**src/rtl/ras_pkg.sv**
```systemverilog
// Function
// - 31 words of 21 bits, 5-bit pointer
// - calls/interrupts push, returns pop program counter
// - program counter latches untouched by calls/returns
// - push increments pointer, then writes entry
// - pop reads entry, then decrements pointer
// - every reset clears pointer; zero is empty
// - only top entry visible, three byte registers
// - software reads and writes pointer 0..31
// - full flag after 31 pushes
// - overflow reset on: store pc+2, reset, zero
// - overflow reset off: pointer holds at 31
// - empty pop loads zero, sets underflow flag
// - overflow reset bit selects device reset
// - underflow zero load is no register reset
// - flags bits 7/6 clear-only, power-on cleared
// - pointer bits 4..0, bit 5 reads zero
// - push instruction stores pc, flow unchanged
// - pop instruction only decrements pointer
// - interrupt saves status, working, bank shadows
// - fast interrupt return restores shadows
// - fast call saves, fast return restores
// - one shadow level, later save overwrites
package ras_pkg;
   localparam int DEPTH = 31;
   localparam int PC_W = 21;
   localparam int PTR_W = 5;
   localparam logic [4:0] PTR_EMPTY = 5'h00;
   localparam logic [4:0] PTR_LAST = 5'h1e;
   localparam logic [4:0] PTR_FULL = 5'h1f;
   localparam logic [4:0] PTR_ONE = 5'h01;
   localparam logic [20:0] PC_STEP = 21'h0_0002;
   localparam logic [20:0] PC_ZERO = 21'h0_0000;
   // register byte addresses
   localparam logic [11:0] ADDR_POINTER = 12'h000;
   localparam logic [11:0] ADDR_TOP_LOW = 12'h004;
   localparam logic [11:0] ADDR_TOP_HIGH = 12'h008;
   localparam logic [11:0] ADDR_TOP_UPPER = 12'h00c;
   localparam logic [11:0] ADDR_CONFIG = 12'h010;
   // field positions
   localparam int FULL_BIT = 7;
   localparam int UNDER_BIT = 6;
   localparam int CFG_OVR_BIT = 0;
   localparam logic CFG_OVR_RESET = 1'b1;
   localparam logic [31:0] DATA_ZERO = 32'h0000_0000;
   // stack operations issued by the sequencer
   typedef enum logic [3:0] {
      OP_NONE = 4'h0,
      OP_CALL = 4'h1,
      OP_RELATIVE_CALL_INSTR = 4'h2,
      OP_INT_ACK = 4'h3,
      OP_PUSH_INSTR = 4'h4,
      OP_RETURN = 4'h5,
      OP_RETURN_WITH_LITERAL_INSTR = 4'h6,
      OP_RETURN_FROM_INTERRUPT_INSTR = 4'h7,
      OP_POP_INSTR = 4'h8
   } ras_op_type;
   typedef struct packed {
      ras_op_type op;
      logic fast;
      logic [20:0] pc;
      logic [7:0] status;
      logic [7:0] working_register;
      logic [7:0] bank_select_register;
   } ras_req_type;
   typedef struct packed {
      logic pc_valid;
      logic [20:0] pc;
      logic restore_valid;
      logic [7:0] status;
      logic [7:0] working_register;
      logic [7:0] bank_select_register;
   } ras_ans_type;
endpackage

```
**src/rtl/ras_stack.sv**
```systemverilog
module ras_stack (
   input wire logic pclk, // instruction clock
   input wire logic presetn, // power-on reset, active low
   input wire logic core_reset, // other device resets, sync
   input wire ras_pkg::ras_req_type core_req, // sequencer request
   output ras_pkg::ras_ans_type core_ans, // loads back to core
   output logic device_reset_req, // overflow/underflow reset
   input wire logic psel, // apb select
   input wire logic penable, // apb enable
   input wire logic pwrite, // apb direction
   input wire logic [11:0] paddr, // apb byte address
   input wire logic [31:0] pwdata, // apb write data
   output logic [31:0] prdata, // apb read data
   output logic pready, // apb ready
   output logic pslverr // apb error
);
   // stack storage, entry 0 has no word behind it
   logic [20:0] mem [1:ras_pkg::DEPTH];
   logic [4:0] ptr;
   logic full_flag;
   logic under_flag;
   logic ovr_en;
   logic [7:0] sh_status;
   logic [7:0] sh_working_register;
   logic [7:0] sh_bsr;
   logic reset_pend;
   logic [4:0] next_ptr;

   wire ras_pkg::ras_op_type op = core_req.op;
   wire is_push = (op == ras_pkg::OP_CALL) || (op == ras_pkg::OP_RELATIVE_CALL_INSTR)
      || (op == ras_pkg::OP_INT_ACK) || (op == ras_pkg::OP_PUSH_INSTR);
   wire is_ret = (op == ras_pkg::OP_RETURN) || (op == ras_pkg::OP_RETURN_WITH_LITERAL_INSTR)
      || (op == ras_pkg::OP_RETURN_FROM_INTERRUPT_INSTR);
   wire is_drop = (op == ras_pkg::OP_POP_INSTR);
   wire is_pop = is_ret || is_drop;
   wire core_op = (is_push || is_pop) && !core_reset;
   wire ptr_zero = (ptr == ras_pkg::PTR_EMPTY);
   wire ptr_last = (ptr == ras_pkg::PTR_LAST);
   wire ptr_full = (ptr == ras_pkg::PTR_FULL);

   // stack events
   wire full_event = core_op && is_push && (ptr_last || ptr_full);
   wire under_event = core_op && is_pop && ptr_zero;
   wire push_wr = core_op && is_push && !ptr_full;
   wire [4:0] push_idx = ptr + ras_pkg::PTR_ONE;
   wire [20:0] push_val = (ptr_last && ovr_en) ?
      core_req.pc + ras_pkg::PC_STEP : core_req.pc;
   wire [20:0] top_val = ptr_zero ? ras_pkg::PC_ZERO : mem[ptr];

   // shadow save and restore triggers
   wire save_shadow = !core_reset && ((op == ras_pkg::OP_INT_ACK)
      || ((op == ras_pkg::OP_CALL) && core_req.fast));
   wire do_restore = !core_reset && core_req.fast
      && ((op == ras_pkg::OP_RETURN_FROM_INTERRUPT_INSTR) || (op == ras_pkg::OP_RETURN));

   // apb phase and address decode
   wire setup = psel && !penable;
   wire wr_acc = psel && penable && pwrite;
   wire sel_ptr = (paddr == ras_pkg::ADDR_POINTER);
   wire sel_low = (paddr == ras_pkg::ADDR_TOP_LOW);
   wire sel_high = (paddr == ras_pkg::ADDR_TOP_HIGH);
   wire sel_upper = (paddr == ras_pkg::ADDR_TOP_UPPER);
   wire sel_cfg = (paddr == ras_pkg::ADDR_CONFIG);
   wire mapped = sel_ptr || sel_low || sel_high || sel_upper || sel_cfg;
   wire wr_ptr = wr_acc && sel_ptr;
   wire wr_cfg = wr_acc && sel_cfg;
   wire wr_tos = wr_acc && (sel_low || sel_high || sel_upper)
      && !ptr_zero && !core_op && !core_reset;
   wire clr_full = wr_ptr && !pwdata[ras_pkg::FULL_BIT];
   wire clr_under = wr_ptr && !pwdata[ras_pkg::UNDER_BIT];

   // top entry with one software byte replaced
   wire [20:0] tos_wdata = sel_low ? {top_val[20:8], pwdata[7:0]} :
      sel_high ? {top_val[20:16], pwdata[7:0], top_val[7:0]} :
      {pwdata[4:0], top_val[15:0]};

   // pointer register image, bit 5 zero
   wire [7:0] ptr_image = {full_flag, under_flag, 1'b0, ptr};
   wire [31:0] rd_mux = sel_ptr ? {24'h00_0000, ptr_image} :
      sel_low ? {24'h00_0000, top_val[7:0]} :
      sel_high ? {24'h00_0000, top_val[15:8]} :
      sel_upper ? {27'h000_0000, top_val[20:16]} :
      sel_cfg ? {31'h0000_0000, ovr_en} : ras_pkg::DATA_ZERO;

   always_comb
   begin
      next_ptr = ptr;
      if (core_reset)
         next_ptr = ras_pkg::PTR_EMPTY;
      else if (core_op && is_push)
         next_ptr = full_event ?
            (ovr_en ? ras_pkg::PTR_EMPTY : ras_pkg::PTR_FULL) : push_idx;
      else if (core_op && is_pop)
         next_ptr = ptr_zero ? ras_pkg::PTR_EMPTY : ptr - ras_pkg::PTR_ONE;
      else if (wr_ptr)
         next_ptr = pwdata[4:0];
   end

   always_ff @(posedge pclk or negedge presetn)
   begin
      if (!presetn)
         ptr <= ras_pkg::PTR_EMPTY;
      else
         ptr <= next_ptr;
   end

   always_ff @(posedge pclk)
   begin
      if (push_wr)
         mem[push_idx] <= push_val;
      else if (wr_tos)
         mem[ptr] <= tos_wdata;
   end

   always_ff @(posedge pclk or negedge presetn)
   begin
      if (!presetn)
      begin
         full_flag <= 1'b0;
         under_flag <= 1'b0;
      end
      else
      begin
         full_flag <= (full_flag && !clr_full) || full_event;
         under_flag <= (under_flag && !clr_under) || under_event;
      end
   end

   // overflow reset enable, power-on only
   always_ff @(posedge pclk or negedge presetn)
   begin
      if (!presetn)
         ovr_en <= ras_pkg::CFG_OVR_RESET;
      else if (wr_cfg)
         ovr_en <= pwdata[ras_pkg::CFG_OVR_BIT];
   end

   always_ff @(posedge pclk or negedge presetn)
   begin
      if (!presetn)
      begin
         reset_pend <= 1'b0;
         device_reset_req <= 1'b0;
      end
      else
      begin
         reset_pend <= (full_event || under_event) && ovr_en;
         device_reset_req <= reset_pend;
      end
   end

   always_ff @(posedge pclk or negedge presetn)
   begin
      if (!presetn)
      begin
         sh_status <= 8'h00;
         sh_working_register <= 8'h00;
         sh_bsr <= 8'h00;
      end
      else if (save_shadow)
      begin
         sh_status <= core_req.status;
         sh_working_register <= core_req.working_register;
         sh_bsr <= core_req.bank_select_register;
      end
   end

   always_ff @(posedge pclk or negedge presetn)
   begin
      if (!presetn)
      begin
         core_ans.pc_valid <= 1'b0;
         core_ans.pc <= ras_pkg::PC_ZERO;
         core_ans.restore_valid <= 1'b0;
         core_ans.status <= 8'h00;
         core_ans.working_register <= 8'h00;
         core_ans.bank_select_register <= 8'h00;
      end
      else
      begin
         core_ans.pc_valid <= core_op && is_ret;
         if (core_op && is_ret)
            core_ans.pc <= top_val;
         core_ans.restore_valid <= do_restore;
         if (do_restore)
         begin
            core_ans.status <= sh_status;
            core_ans.working_register <= sh_working_register;
            core_ans.bank_select_register <= sh_bsr;
         end
      end
   end

   // apb read data and error, captured at setup
   always_ff @(posedge pclk or negedge presetn)
   begin
      if (!presetn)
      begin
         prdata <= ras_pkg::DATA_ZERO;
         pslverr <= 1'b0;
      end
      else if (setup)
      begin
         prdata <= pwrite ? ras_pkg::DATA_ZERO : rd_mux;
         pslverr <= !mapped;
      end
   end

   // every access answers in its first access cycle
   assign pready = penable;

   wire push_plain = core_op && is_push && !ptr_last && !ptr_full;
   wire pop_plain = core_op && is_pop && !ptr_zero;
endmodule

```
**config.mk**
```make
export PLATFORM = sky130hd
export DESIGN_NAME = ras_stack
export DESIGN_NICKNAME = d
export VERILOG_FILES = /design/src/rtl/ras_pkg.sv /design/src/rtl/ras_stack.sv
export SDC_FILE = /design/constraint.sdc
export NUM_CORES = 1
export LEC_CHECK = 0
export BUFFER_PORTS_ARGS = -buffer_cell sky130_fd_sc_hd__clkbuf_2
export CORE_UTILIZATION = 45
export DETAILED_ROUTE_END_ITERATION = 8
export GPL_TIMING_DRIVEN = 0
export PLACE_DENSITY_LB_ADDON = 0.1
export SLEW_MARGIN = 20
export SYNTH_ARGS = -nofsm -noshare
export SYNTH_HDL_FRONTEND = slang
export SYNTH_SLANG_ARGS = --single-unit
```
**constraint.sdc**
```tcl
create_clock -name pclk -period 4.4 [get_ports pclk]
set_clock_uncertainty 0.1 [all_clocks]
set_input_delay 1.32 -clock pclk [delete_from_list [all_inputs] [get_ports pclk]]
set_output_delay 1.32 -clock pclk [all_outputs]
set_load 0.005 [all_outputs]
```
==> impl_metrics.csv, run 1 <==
group,metric,value,unit
synth,yosys.area.top_type_share,64.3,%
drt,via_per_inst,6.12,
finish,layout-drive-gt1-share,33.8,%
die,die_area,68600,um2
place,gp_congestion,0.997,
sta,worst_pin_slew,1.17,ns
drt,wl_per_cell,31.4,um
sta,setup_viol,0,
clocking,cts.path.max_buffers,3,
finish,final_common_cell,"edfxtp_1",
critical_path,worst_r2r_startpoint,"ptr[1]",
outcome,status,"complete, no violations",
global_route,grt_max_degree,91,
synth,syn_area,30400,um2
drt,ant_nets,0,
worst_hold_path,min_to,"device_reset_req",
synth,seq_area_frac_synth,71.7,%
critical_path,cp.arrival,4.62,ns
pwr,powerDensity,457,nW/um2
worst_hold_path,hold_class,"flop to flop",
place,pre_cts_ws,-1.25,ns
synth,synthTopCellsByArea,"edfxtp_1 64%, mux4_2 9.9%, dfrtp_1 7.3%",
worst_hold_path,min-delay-start,"reset_pend",
synth,avgSynthCellArea,17.7,um2
clocking,cts_sinks,741,
global_route,grt_pass1_wl,131,mm
finish,area.growth.synth_to_final,23.2,%
pwr,power,17.1,mW
global_route,overflow,0,
critical_path,critPathMaxFanout,10,
finish,multi_input_area,8660,um2
critical_path,crit_type,"flop to flop",
sta,period_share,99.9,%
place,dp_hpwl,60.1,mm
sta,fin_crit,4.40,ns
die,rows,94,
finish,n_fill_cell,5037,
synth,yosysWarnings,0,
die,ios,182,
clocking,h-tree-depth,3,
clocking,postCtsHoldBufs,0,
global_route,antenna_found_initial,1,
clocking,cts_inserted_buffers,79,
drt,remaining_drc_errors,0,
sta,clock.fmax,227,MHz
die,die_y,262,um
clocking,cts_tree,"yes",
clocking,clkTransAtPathRegs,0.06,ns
finish,final_core_util,56.5,%
drt,vias,18300,
die,core_area,66300,um2
global_route,grt_pass1_vias,17800,
critical_path,required,4.63,ns
worst_hold_path,holdPathStages,0,
drt,drt_pass1_iterations,5,
critical_path,rrSetupSlack,0.003,ns
finish,final_cell_mix,"651 x edfxtp_1, 135 x clkbuf_2, 133 x mux4_2, 128 x nand2_1, 88 x dfrtp_1",
sta,maxSlewViolCount,0,
die,die_w,262,um
sta,setup_ws,0.00326,ns
synth,synth_top_area_cell,"edfxtp_1",
place,io_buffer_count,130,
drt,drt-initial-drc-count,2232,
synth,synth-async-reset-ratio,12.1,%
critical_path,crit_path_end_kind,"flop",
synth,synth_edf_count,651,
critical_path,startpoint_type,"flop",
die,initial_utilization,45.8,%
synth,synth_flop_cell,"edfxtp_1",
clocking,insertion_delay,0.64,ns
flow_run,drv_cap,0,
synth,synth.distinct_cells,73,
synth,netlist_instances,1721,
pwr,cellLeakagePower,13.0,nW
critical_path,reg2regPathDepth,14,
synth,ys_seq_elements,741,
clocking,cts_root_buffer,"clkbuf_16",
finish,nNetsFinal,2161,
pwr,peakVddDrop,267,uV
critical_path,timing.rr.end,"mem[10][17]",
drt,drt_wl_total,93.7,mm
sta,hold_viol_final,0,
finish,regArea,21800,um2
global_route,grt_usage,27.6,%
sta,slew_headroom,22.2,%
==> power breakdown <==
group          switching, mW  internal, mW
clock network           2.82          4.08
registers              0.110          7.87
logic                   1.37         0.873
total                   4.30          12.8
==> layer usage <==
metal / part of all wire [%] / vias up / global-route usage, % / routed length [um]
met5: 0 / - / 0 / 0
met4: 3.2 / 0 / 9.33 / 3040
met1: 41 / 9580 / 38.7 / 38300
li1: - / 7516 / - / -
met3: 10 / 185 / 6.50 / 9420
met2: 46 / 991 / 42.7 / 42900
==> critical path: stages, from the launching register on <==
cell	delay (ns)
dfrtp_2	0.49
buf_2	0.17
buf_2	0.22
buf_4	0.26
inv_1	0.25
ha_1	0.41
nor4b_4	0.44
nor3_4	0.12
and3_2	0.36
nor2_2	0.34
a22oi_2	0.15
buf_4	0.18
buf_4	0.15
nor2_4	0.19
buf_4	0.23
==> final cells by class <==
type | count | share of cell area, %
antenna | 2 | 0.0134
buffer | 113 | 1.95
clock buffer | 88 | 5.37
clock inverter | 56 | 1.74
inverter | 9 | 0.0902
multi-input combinational | 882 | 23.1
sequential | 741 | 58.2
tap | 864 | 2.89
timing repair buffer | 229 | 6.60
==> stage by stage <==
stage	instance area, um2	hold slack (ns)	TNS, ns	instances
2_1_floorplan	30500	0.231	0	1744
3_3_place_gp	32200	0.242	-2867.89	2738
3_5_place_dp	33800	0.262	-892.64	2784
4_1_cts	37300	0.276	0	2968
5_1_grt	37400	0.288	-2.83	2982
6_report	37400	0.284	0	2984
==> synthesized netlist by cell type, types with 8 or more instances <==
master	instances
mux2_2	61
xnor2_1	16
and3_1	14
a211o_1	11
buf_2	24
nand2_1	128
nor2_1	99
edfxtp_1	651
buf_1	11
o21ai_0	38
buf_6	8
buf_4	33
dfrtp_1	89
a21oi_1	42
nand4_1	8
a211oi_1	13
xor2_1	8
nor3_1	19
mux2i_1	78
nand3_1	24
clkbuf_1	38
a22oi_1	20
mux4_2	133
==> what timing repair did <==
action | CTS | global route
setup buffers | 38 | 15
setup endpoints to repair | 1241 | 925
resized for setup | 58 | 14
gates cloned | 4 | 0
pin swaps | 30 | 9
==> worst max path at each step <==
stage | start | to | slack (ns)
3_3_place_gp | ptr[1] | mem[28][11] | -2.72
3_5_place_dp | ptr[2] | mem[25][3] | -1.25
4_1_cts | ptr[1] | mem[2][4] | 0.001
6_report | ptr[1] | mem[10][17] | 0.003
2_1_floorplan | paddr[11] | mem[10][4] | 0.02
5_1_grt | ptr[1] | mem[10][17] | -0.07
==> cells by family after synthesis <==
logic type,Yosys count,share of synthesized area [%]
AOI/OAI and AO/OA,201,4.47
xor gates and xnor gates,24,0.692
adders and majority gates,6,0.247
buffers and inverters,125,2.35
DFF,741,71.7
muxes,279,15.3
other,1,0.0123
and+or+nand+nor,344,5.20
==> state kept, by name, summed over array words and instances, names as in the netlist, 5 cells and up <==
name / count
mem: 651
core_ans: 47
prdata: 8
sh_bsr: 8
sh_status: 8
sh_working_register: 8
ptr: 5
Power figures use the tool's default switching activity.
==> inputs of run 2 (changes only) <==
==> constraint.sdc (replaced) <==
create_clock -name pclk -period 4.55 [get_ports pclk]
set_clock_uncertainty 0.1 [all_clocks]
set_input_delay 1.365 -clock pclk [delete_from_list [all_inputs] [get_ports pclk]]
set_output_delay 1.365 -clock pclk [all_outputs]
set_load 0.005 [all_outputs]
==> impl_metrics.csv, run 2 (synthesized netlist as in run 1, its figures left out) <==
group,metric,value,unit
outcome,status,"complete, but fails checks",
outcome,violations,"negative setup slack",
clocking,cts.path.max_buffers,3,
finish,reg_top3,"mem (651), core_ans (47)",
pwr,cellLeakagePower,12.9,nW
die,die_y,262,um
drt,ant_nets,0,
finish,regMostFlops,"mem",
pwr,power,16.5,mW
drt,via_per_inst,6.13,
global_route,antenna_found_initial,0,
pwr,powerDensity,443,nW/um2
sta,setup_ws,-0.0154,ns
sta,period_share,100,%
finish,area.growth.synth_to_final,22.7,%
sta,slew_headroom,20.6,%
sta,setup_viol,6,
global_route,grt_usage,27.1,%
sta,fin_crit,4.57,ns
clocking,cts_sinks,741,
flow_run,drv_cap,0,
critical_path,required,4.77,ns
die,initial_utilization,45.8,%
place,gp_congestion,0.997,
worst_hold_path,min_to,"device_reset_req",
critical_path,rrSetupSlack,-0.02,ns
clocking,postCtsHoldBufs,0,
drt,remaining_drc_errors,0,
clocking,h-tree-depth,3,
die,die_area,68600,um2
critical_path,timing.rr.end,"mem[28][4]",
drt,drt_wl_total,93.6,mm
drt,vias,18200,
global_route,grt_max_degree,91,
die,core_area,66300,um2
drt,wl_per_cell,31.4,um
critical_path,worst_r2r_startpoint,"ptr[3]",
critical_path,cp.arrival,4.78,ns
global_route,grt_pass1_wl,129,mm
clocking,cts_root_buffer,"clkbuf_16",
finish,n_fill_cell,5058,
clocking,cts_inserted_buffers,79,
drt,drt-initial-drc-count,2206,
die,rows,94,
sta,hold_viol_final,0,
finish,final_common_cell,"edfxtp_1",
critical_path,crit_path_end_kind,"flop",
clocking,cts_tree,"yes",
finish,largest_reg_flops,651,
worst_hold_path,min-delay-start,"reset_pend",
critical_path,reg2regPathDepth,12,
global_route,grt_pass1_vias,17700,
die,ios,182,
global_route,overflow,0,
sta,fin_hold_ws,0.277,ns
sta,clock.fmax,219,MHz
sta,setup_tns,-0.0591,ns
critical_path,startpoint_type,"flop",
critical_path,critPathMaxFanout,15,
die,die_w,262,um
clocking,insertion_delay,0.65,ns
finish,final_cell_mix,"651 x edfxtp_1, 133 x mux4_2, 132 x clkbuf_2, 128 x nand2_1, 88 x dfrtp_1",
clocking,clkTransAtPathRegs,0.06,ns
finish,layout-drive-gt1-share,33.3,%
place,dp_hpwl,60.1,mm
sta,maxSlewViolCount,0,
worst_hold_path,hold_class,"flop to flop",
finish,nNetsFinal,2154,
place,io_buffer_count,130,
drt,drt_pass1_iterations,5,
pwr,peakVddDrop,259,uV
worst_hold_path,holdPathStages,0,
critical_path,crit_type,"flop to flop",
sta,worst_pin_slew,1.19,ns
## run 2: changes by cell type in the layout (fill, tap and decap cells not counted), moves of 2 or more
cell	delta
buf_12	-2
clkbuf_2	-3
o21ai_0	+2
clkbuf_1	+3
buf_4	-8
o21ai_1	-2
buf_2	+3
## run 2: what timing repair did
action | in CTS | in global routing
gates resized for setup | 41 | 13
endpoints found under the setup margin | 1219 | 625
pin swaps | 20 | 14
buffers inserted | 28 | 17
gates cloned | 1 | 3
## run 2: worst max path at each step
| stage | startpoint | to | cells past startpoint |
|---|---|---|---|
| 2_1_floorplan | paddr[11] | mem[10][4] | 6 |
| 3_3_place_gp | ptr[1] | mem[28][11] | 9 |
| 3_5_place_dp | ptr[2] | mem[25][3] | 13 |
| 4_1_cts | ptr[1] | mem[13][19] | 12 |
| 5_1_grt | ptr[3] | mem[28][6] | 12 |
| 6_report | ptr[3] | mem[28][4] | 12 |
## run 2: final cells by class
type / count / area (um2) / share of cell area, %
multi-input cells: 882 / 8620 / 23.1
well taps: 864 / 1080 / 2.90
clock buffers: 88 / 2010 / 5.39
repair buffers: 221 / 2380 / 6.39
flip-flops and latches: 741 / 21800 / 58.5
diodes: 1 / 2.50 / 0.00671
clock inverters: 56 / 652 / 1.75
inverters: 9 / 33.8 / 0.0906
plain buffers: 114 / 716 / 1.92
## run 2: worst max-delay path: stages, from the launching register on
cell       delay, ns
dfrtp_1         0.53
buf_2           0.38
clkbuf_4        0.36
buf_4           0.33
buf_2           0.39
and3_1          0.23
ha_1            0.25
inv_1           0.12
or3_1           0.38
mux2_2          0.34
a2bb2oi_4       0.22
nor2_4          0.34
buf_12          0.24
## run 2: per-layer routing
metal / share of wire [%] / vias up / wire length [um] / track usage (%)
met3: 9.8 / 175 / 9180 / 6.29
met4: 3.2 / 0 / 2990 / 8.32
li1: - / 7511 / - / -
met2: 46 / 1010 / 42900 / 42.7
met1: 41 / 9544 / 38500 / 37.7
met5: 0 / - / 0 / 0
## run 2: stage by stage
stage / utilization (%) / cells / cell area, um2 / setup WS [ns]
2_1_floorplan: - / 1744 / 30500 / 0.126
5_1_grt: 56.2 / 2975 / 37300 / -0.0141
6_report: 56.2 / 2976 / 37300 / -0.0154
4_1_cts: 55.9 / 2955 / 37100 / 0.00410
3_3_place_gp: 48.6 / 2738 / 32200 / -2.57
3_5_place_dp: 50.9 / 2784 / 33800 / -1.10
## run 2: power by group
group	internal [mW]	switching, mW	leakage, nW
combinational	0.826	1.31	4.64
clock	3.94	2.74	1.29
sequential	7.61	0.106	7.00
